### src/core/ucounter_regs.vh
// Register indices, field positions, mode codes and reset values for the counter input block
// Notes on behaviour
// - I/O setup with selector 3 uses bit b3 to pick the high-frequency pin role, 0 counter input, 1 general input.
// - I/O setup with selector 3 uses bit b2 to pick the low-frequency pin role, 0 counter input, 1 general input.
// - Counter setup with b3=0 and b2=0 selects frequency measurement on the high-frequency pin.
// - Counter setup with b3=0 and b2=1 selects frequency measurement on the low-frequency pin.
// - Counter setup with b3=1 and b2=0 selects period measurement on the low-frequency pin.
// - Software sets the count time first, and the counter control write then starts the count in either mode.
// - The count-done flag is set when a frequency or period count finishes.
// - In general-input role the high-frequency pin level reads as bit b0 of internal register 0EH.
// - In general-input role the low-frequency pin level reads as bit b1 of internal register 0EH.
// - In clock stop mode both counter pins are input-disabled and pulled down.
// - Reset selects counter input role for both pins and high-frequency frequency measurement.
// - A sense flip-flop records a power failure during backup mode and reads as b2 of the test bits.
// - The voltage-sense pin level reads as b3 of the test bits.
// - The voltage-sense pin stays enabled in clock stop mode and during reset.
// - Clock stop is entered by standby-allow set, standby pin low and the clock-halt write; pin high leaves it.
`ifndef UCOUNTER_REGS_VH
`define UCOUNTER_REGS_VH

// Register indices; the bus address is the index itself
`define IDX_IO_SETUP      8'h00
`define IDX_CNT_SETUP     8'h01
`define IDX_CNT_CONTROL   8'h02
`define IDX_COUNT_TIME    8'h03
`define IDX_TEST_BITS     8'h04
`define IDX_STATUS        8'h05
`define IDX_MASK          8'h06
`define IDX_RESULT        8'h07
`define IDX_STANDBY_ALLOW 8'h08
`define IDX_CLOCK_HALT    8'h09
`define IDX_INTERNAL_IN   8'h0E

// Field positions
`define SEL_LSB       4
`define SEL_MSB       7
`define SETUP_SEL_PIN 4'h3
`define B0            0
`define B1            1
`define B2            2
`define B3            3

// Counter modes {b3,b2}
`define MODE_FREQ_HF  2'h0
`define MODE_FREQ_LF  2'h1
`define MODE_PER_LF   2'h2

// Status bits
`define ST_COUNT_DONE 0
`define ST_SENSE      1

// Reset values
`define RST_TIME      16'h0064
`define RST_MASK      2'h0

`endif

### src/core/universal_counter_input_select.v
// Universal counter input selection, counting, clock stop and voltage sense logic
//
// Strobed register access and the placing of the registers were decided locally.
`timescale 1ns/1ns
`include "ucounter_regs.vh"

module universal_counter_input_select (
   // Clock and reset
   input  wire        clk_i,
   input  wire        reset_i,
   // Register port
   input  wire [7:0]  addr_i,
   input  wire [15:0] wdata_i,
   input  wire        wr_i,
   input  wire        rd_i,
   output reg  [15:0] rdata_o,
   // Pins
   input  wire        high_freq_counter_input_i,
   input  wire        low_freq_counter_input_i,
   input  wire        voltage_sense_input_i,
   input  wire        standby_n_i,
   output wire        hf_pulldown_o,
   output wire        lf_pulldown_o,
   output wire        clock_stopped_o,
   // Interrupt
   output wire        irq_o
);

   // Engine states
   localparam [1:0] IDLE   = 2'd0;
   localparam [1:0] ARMING = 2'd1;
   localparam [1:0] RUN    = 2'd2;

   // Rising edge of a sampled pin
   function edge_up;
      input cur;
      input prev;
      begin
         edge_up = cur & ~prev;
      end
   endfunction

   // Write strobe aimed at one register index; every register shares this decode
   function reg_hit;
      input       strobe;
      input [7:0] index;
      input [7:0] want;
      begin
         reg_hit = strobe & (index == want);
      end
   endfunction

   // One step up of a 16-bit count; both engines count up
   function [15:0] step_up;
      input [15:0] value;
      begin
         step_up = value + 16'h0001;
      end
   endfunction

   // One step down of the gate, which counts towards its last clock or edge
   function [15:0] step_down;
      input [15:0] value;
      begin
         step_down = value - 16'h0001;
      end
   endfunction

   // Counter pin routed to the engine; code 3 is not a legal mode and falls to the low pin
   function pin_for_mode;
      input [1:0] mode;
      input       hf_level;
      input       lf_level;
      begin
         if (mode == `MODE_FREQ_HF) begin
            pin_for_mode = hf_level;
         end else begin
            pin_for_mode = lf_level;
         end
      end
   endfunction

   // Pin roles and counter configuration
   reg        hf_gp_q;
   reg        lf_gp_q;
   reg [1:0]  mode_q;
   reg [15:0] time_q;
   // Measurement engine
   reg [15:0] gate_q;
   reg [15:0] cnt_q;
   reg [15:0] result_q;
   reg [1:0]  state_q;
   reg        prev_q;
   // Events, mask, standby and sense
   reg [1:0]  status_q;
   reg [1:0]  status_d;
   reg [1:0]  mask_q;
   reg        allow_q;
   reg        stop_q;
   reg        sense_q;
   // Decoded strobes and gated pin levels
   wire [7:0] idx;
   wire       hf_in;
   wire       lf_in;
   wire       sel_in;
   wire       rise;
   wire       start;
   reg        done_evt;
   wire       fail_evt;
   wire [15:0] time_eff;

   // Decoded write strobes, one per register
   wire       wr_io_setup;
   wire       wr_cnt_setup;
   wire       wr_time;
   wire       wr_status;
   wire       wr_mask;
   wire       wr_allow;
   wire       wr_halt;
   wire       wr_test;

   // Role-split pin levels and engine helpers
   wire       hf_count;
   wire       lf_count;
   wire       hf_level;
   wire       lf_level;
   wire       gate_last;
   wire       mode_period;
   wire       halt_ok;

   assign idx = addr_i;

   // Register writes; a write to an unmapped index hits none of these and is dropped
   assign wr_io_setup  = reg_hit(wr_i, idx, `IDX_IO_SETUP);
   assign wr_cnt_setup = reg_hit(wr_i, idx, `IDX_CNT_SETUP);
   assign wr_time      = reg_hit(wr_i, idx, `IDX_COUNT_TIME);
   assign wr_status    = reg_hit(wr_i, idx, `IDX_STATUS);
   assign wr_mask      = reg_hit(wr_i, idx, `IDX_MASK);
   assign wr_allow     = reg_hit(wr_i, idx, `IDX_STANDBY_ALLOW);
   assign wr_halt      = reg_hit(wr_i, idx, `IDX_CLOCK_HALT);
   assign wr_test      = reg_hit(wr_i, idx, `IDX_TEST_BITS);

   // Counter pins are cut off while the clock is stopped
   assign hf_in         = high_freq_counter_input_i & ~stop_q;
   assign lf_in         = low_freq_counter_input_i & ~stop_q;
   assign hf_pulldown_o = stop_q;
   assign lf_pulldown_o = stop_q;
   assign clock_stopped_o = stop_q;

   // Pin levels after the stop gate, split by role
   assign hf_count = hf_in & ~hf_gp_q;
   assign lf_count = lf_in & ~lf_gp_q;
   assign hf_level = hf_in & hf_gp_q;
   assign lf_level = lf_in & lf_gp_q;

   // Pin feeding the counter; a general-input role starves it
   assign sel_in      = pin_for_mode(mode_q, hf_count, lf_count);
   assign rise        = edge_up(sel_in, prev_q);
   assign start       = reg_hit(wr_i, idx, `IDX_CNT_CONTROL);
   assign mode_period = (mode_q == `MODE_PER_LF);
   assign gate_last   = (gate_q == 16'h0001);
   // A zero count time would wrap round to a full 65536-step gate, so it runs as one
   assign time_eff = (time_q == 16'h0000) ? 16'h0001 : time_q;

   // Halt is honoured only with standby allowed and the standby pin already low
   assign halt_ok = wr_halt & allow_q & ~standby_n_i;

   // Power failure seen on the sense pin while backed up
   assign fail_evt = stop_q & ~voltage_sense_input_i;

   // Pin role selection over the I/O setup word
   // Other selector values set up other pins and are ignored here
   always @(posedge clk_i) begin
      if (reset_i) begin
         hf_gp_q <= 1'b0;
         lf_gp_q <= 1'b0;
      end else if (wr_io_setup && wdata_i[`SEL_MSB:`SEL_LSB] == `SETUP_SEL_PIN) begin
         hf_gp_q <= wdata_i[`B3];
         lf_gp_q <= wdata_i[`B2];
      end
   end

   // Mode, count time, mask and standby-allow registers
   // Mode code 3 is not a legal setting; it runs as low-pin frequency
   always @(posedge clk_i) begin
      if (reset_i) begin
         mode_q  <= `MODE_FREQ_HF;
         time_q  <= `RST_TIME;
         mask_q  <= `RST_MASK;
         allow_q <= 1'b0;
      end else if (wr_i) begin
         if (wr_cnt_setup) begin
            mode_q <= {wdata_i[`B3], wdata_i[`B2]};
         end
         if (wr_time) begin
            time_q <= wdata_i;
         end
         if (wr_mask) begin
            mask_q <= wdata_i[1:0];
         end
         if (wr_allow) begin
            allow_q <= wdata_i[`B0];
         end
      end
   end

   // Clock stop entry and exit
   // Leaving needs only the pin, so a wake-up is never lost to the allow flag
   always @(posedge clk_i) begin
      if (reset_i) begin
         stop_q <= 1'b0;
      end else if (stop_q) begin
         stop_q <= ~standby_n_i;
      end else if (halt_ok) begin
         stop_q <= 1'b1;
      end
   end

   // Measurement engine: frequency counts edges over the gate, period counts clocks over edges
   // Only one count runs at a time; a new start restarts it, which keeps software simple
   // at the cost of losing a count that was still under way
   always @(posedge clk_i) begin
      done_evt <= 1'b0;
      if (reset_i) begin
         state_q  <= IDLE;
         gate_q   <= 16'h0000;
         cnt_q    <= 16'h0000;
         result_q <= 16'h0000;
         prev_q   <= 1'b0;
         done_evt <= 1'b0;
      end else begin
         prev_q <= sel_in;
         if (start) begin
            // Count begins on the control write with the time already chosen
            gate_q  <= time_eff;
            cnt_q   <= 16'h0000;
            state_q <= mode_period ? ARMING : RUN;
         end else if (stop_q) begin
            state_q <= IDLE; // A halted clock abandons any count
         end else begin
            case (state_q)
               IDLE: begin
                  state_q <= IDLE;
               end
               ARMING: begin
                  if (rise) begin
                     state_q <= RUN;
                  end
               end
               RUN: begin
                  if (mode_period) begin
                     // Period: clocks from the arming edge to the last of T further edges
                     cnt_q <= step_up(cnt_q);
                     if (rise) begin
                        if (gate_last) begin
                           result_q <= step_up(cnt_q);
                           done_evt <= 1'b1;
                           state_q  <= IDLE;
                        end else begin
                           gate_q <= step_down(gate_q);
                        end
                     end
                  end else begin
                     // Frequency: edges counted over T clocks, the last clock included
                     if (rise) begin
                        cnt_q <= step_up(cnt_q);
                     end
                     if (gate_last) begin
                        result_q <= rise ? step_up(cnt_q) : cnt_q;
                        done_evt <= 1'b1;
                        state_q  <= IDLE;
                     end else begin
                        gate_q <= step_down(gate_q);
                     end
                  end
               end
               default: begin
                  state_q <= IDLE;
               end
            endcase
         end
      end
   end

   // Sticky status: events set, a written one clears, set wins over clear
   // A done landing on a start edge still reports; the start only clears older news
   always @* begin
      status_d = status_q;
      if (wr_status) begin
         status_d = status_d & ~wdata_i[1:0];
      end
      if (start) begin
         status_d[`ST_COUNT_DONE] = 1'b0;
      end
      if (done_evt) begin
         status_d[`ST_COUNT_DONE] = 1'b1;
      end
      if (fail_evt) begin
         status_d[`ST_SENSE] = 1'b1;
      end
   end

   // Status register
   always @(posedge clk_i) begin
      if (reset_i) begin
         status_q <= 2'h0;
      end else begin
         status_q <= status_d;
      end
   end

   // Level interrupt, high while any unmasked event is pending
   assign irq_o = |(status_q & mask_q);

   // Sense flip-flop: set at power-up and by a failure, cleared by writing b2 of the test bits
   // Power-up counts as a failure, so a cold start is always reported once
   always @(posedge clk_i) begin
      if (reset_i) begin
         sense_q <= 1'b1;
      end else if (fail_evt) begin
         sense_q <= 1'b1;
      end else if (wr_test && wdata_i[`B2]) begin
         sense_q <= 1'b0;
      end
   end

   // Read data, valid in the cycle after the read strobe only
   // Unmapped and write-only indices read as zero
   always @(posedge clk_i) begin
      if (reset_i) begin
         rdata_o <= 16'h0000;
      end else if (rd_i) begin
         case (idx)
            `IDX_IO_SETUP:      rdata_o <= {12'h000, hf_gp_q, lf_gp_q, 2'h0};
            `IDX_CNT_SETUP:     rdata_o <= {12'h000, mode_q, 2'h0};
            `IDX_COUNT_TIME:    rdata_o <= time_q;
            `IDX_TEST_BITS:     rdata_o <= {12'h000, voltage_sense_input_i, sense_q, 2'h0};
            `IDX_STATUS:        rdata_o <= {14'h0000, status_q};
            `IDX_MASK:          rdata_o <= {14'h0000, mask_q};
            `IDX_RESULT:        rdata_o <= result_q;
            `IDX_STANDBY_ALLOW: rdata_o <= {15'h0000, allow_q};
            `IDX_CLOCK_HALT:    rdata_o <= {15'h0000, stop_q};
            `IDX_INTERNAL_IN:   rdata_o <= {14'h0000, lf_level, hf_level};
            default:            rdata_o <= 16'h0000;
         endcase
      end else begin
         rdata_o <= 16'h0000;
      end
   end

endmodule // universal_counter_input_select

### config.mk
export PLATFORM = sky130hd
export DESIGN_NAME = universal_counter_input_select
export DESIGN_NICKNAME = d
export VERILOG_FILES = /design/src/core/universal_counter_input_select.v
export VERILOG_INCLUDE_DIRS = /design/src /design/src/core
export SDC_FILE = /design/constraint.sdc
export NUM_CORES = 1
export LEC_CHECK = 0
export BUFFER_PORTS_ARGS = -buffer_cell sky130_fd_sc_hd__clkbuf_2
export CORE_AREA = 4 4 112 114
export CTS_BUF_LIST = sky130_fd_sc_hd__clkbuf_4
export CTS_CLUSTER_DIAMETER = 60
export DETAILED_ROUTE_END_ITERATION = 16
export DIE_AREA = 0 0 116 118
export SLEW_MARGIN = 20
export SYNTH_ARGS = -nofsm -noshare
export SYNTH_HDL_FRONTEND = slang
export SYNTH_SLANG_ARGS = --single-unit
export TNS_END_PERCENT = 50
### constraint.sdc
create_clock -name clk_i -period 3.1 [get_ports clk_i]
set_clock_uncertainty 0.1 [all_clocks]
set_input_delay 0.62 -clock clk_i [delete_from_list [all_inputs] [get_ports clk_i]]
set_output_delay 0.62 -clock clk_i [all_outputs]
set_load 0.01 [all_outputs]
==> metrics.yaml <==
pwr-share-clk: 0.312
place_area_um2: 4910
cp.required_ps: 3390
grt_usage: 0.181
antenna_found_initial: 0
sw_frac_of_total: 0.262
combPwrFrac: 0.052
hold_start: "standby_n_i"
post_cts_buffers: 0
overflow: 0
drt-wirelength-per-cell_um: 16.7
finalSetupViolations: 0
grt_pass1_vias: 3725
yosysSeqAreaShare: 0.418
finalCritPeriodShare: 0.845
final_common_cell: "dfxtp_1"
final_nets: 602
whs_path_depth: 2
leakage_uw: 0.00182
grt_setup_unrepaired: "false"
p_switching_uw: 506
regToRegSetupSlack_ps: 480
p_int_uw: 1420
finalSetupTns_ps: 0
synth_warnings: 0
cts-resized-gates: 0
fillCellCount: 1160
final_cell_area_um2: 5020
tightest_slew_ps: 735
maxSlewViolCount: 0
hold_viol: 0
postSynthCellCount: 532
die_x_um: 116
coreArea_um2: 11400
synth_cell_types: 51
crit_type: "register to register"
vdd_drop_max_mv: 0.197
area_growth_pct: 10.3
start_util: 0.399
fmax_mhz: 382
multiInputGateArea_um2: 2450
seqPwrFrac: 0.636
end_kind: "register"
diodes: 0
ff_latch_area_um2: 1900
syn_nets: 567
rr_worst_depth: 5
dp_hpwl_mm: 8.59
outcome: "completed"
worstReg2RegStart: "clock_stopped_o"
power_uw: 1930
gp_congestion: 0.896
synthFlopType: "dfxtp_1"
vias: 4064
route.detailed.drc: 0
max_slew_margin: 0.506
cts_tree: "built"
detail-route-antenna-nets: 0
die_area_um2: 13700
crit_arrival_ps: 2920
cts_made_buffers: 9
syn_area_um2: 4550
clk_path_buf_depth: 2
h-tree-depth: 3
cts.sinks: 95
async_reset_ff_frac: 0
firstDrtPassIters: 5
io_pins: 52
holdWs_ps: 203
root_buffer: "clkbuf_4"
portBuffers: 51
min_path_type: "input port to register"
synth-edff-count: 0
final_util: 0.440
drt-total-wl_mm: 12.0
maxCapViolations: 0
grt_pass1_wl_mm: 19.6
grt_max_degree: 65
yosys_register_bits: 95
path_clk_slew_ps: 150
startpoint_type: "register"
clkLatencyLatePin_ps: 470
final_cell_mix: "95 x dfxtp_1, 77 x nor2_1, 51 x clkbuf_2"
holdBufCountCts: 0
drt_first_iter_violations: 272
min_period_ps: 2620
rows: 39
drive_gt1_frac: 0.159
syn_avg_cell_area_um2: 8.56
chipHeight_um: 118
p_per_area_nw_per_um2: 383
vias_per_cell: 5.68
worstPathMaxFanout: 11
holdPathEnd: "clock_stopped_o"
r2r-end: "gate_q[15]"
Yosys cell counts, types with 12 or more instances:
master | instances | area [µm²]
xor2_1 | 36 | 315
nand2_1 | 36 | 135
clkbuf_1 | 30 | 113
a211oi_1 | 28 | 210
a21oi_1 | 23 | 115
and3_1 | 12 | 75.1
nand4_1 | 17 | 106
mux2i_1 | 13 | 130
nand3_1 | 36 | 180
nor2_1 | 77 | 289
a22oi_1 | 16 | 120
dfxtp_1 | 95 | 1900
cell families after synthesis:
kind of cell	count (synthesis)	share of synthesized area
adders and majority gates	3	0.00824
AOI/OAI and AO/OA	95	0.154
muxes	15	0.0335
DFF	95	0.418
and+or+nand+nor	236	0.262
buffers and inverters	47	0.0451
xor gates and xnor gates	41	0.0789
metal layers:
| layer | track usage | up-vias | share of wire |
|---|---|---|---|
| li1 | - | 1992 | - |
| met1 | 0.257 | 1924 | 0.46 |
| met2 | 0.267 | 122 | 0.46 |
| met3 | 0.0360 | 26 | 0.047 |
| met4 | 0.0732 | 0 | 0.026 |
| met5 | 0 | - | 0 |
power by group through the flow:
stage	registers, µW	logic (µW)	clock network, µW
3_3_place_gp	1250	97.3	0
5_1_grt	1230	108	690
6_report	1230	99.6	601
2_1_floorplan	1250	57.8	0
4_1_cts	1230	99.0	619
3_5_place_dp	1250	98.8	0
critical path, stage by stage, from the launching register on:
cell and delay (ps):
dfxtp_1 440, or4b_1 770, a2111oi_4 630, nand4_1 210, xor2_1 190, a211oi_1 220
sequential cells by signal, summed over array words and instances, names as in the netlist, 2 cells and up:
signal	cells
cnt_q	16
gate_q	16
mask_q	2
mode_q	2
rdata_o	16
result_q	16
state_q	2
status_q	2
time_q	16
per-stage QoR:
| stage | instances | setup WS (ps) |
|---|---|---|
| floorplan | 532 | 703 |
| global placement | 699 | 288 |
| detailed placement | 699 | 308 |
| CTS | 715 | 515 |
| global route | 715 | 325 |
| finish | 715 | 479 |
area by class of cell:
type	instances	area share
repair buffers	63	0.0687
clock buffers	9	0.0134
clock inverters	7	0.00971
well taps	143	0.0356
inverters	8	0.00598
multi-input cells	390	0.488
flip-flops and latches	95	0.379
worst max path at each step:
stage	from	endpoint	slack, ps	cells after the start
final	clock_stopped_o	gate_q[15]	480	5
after global routing	clock_stopped_o	gate_q[15]	320	5
after CTS	clock_stopped_o	gate_q[15]	510	5
after detailed placement	low_freq_counter_input_i	gate_q[15]	310	6
after global placement	low_freq_counter_input_i	gate_q[9]	290	6
after floorplan	addr_i[5]	rdata_o[10]	700	8
Power figures use the tool's default switching activity.
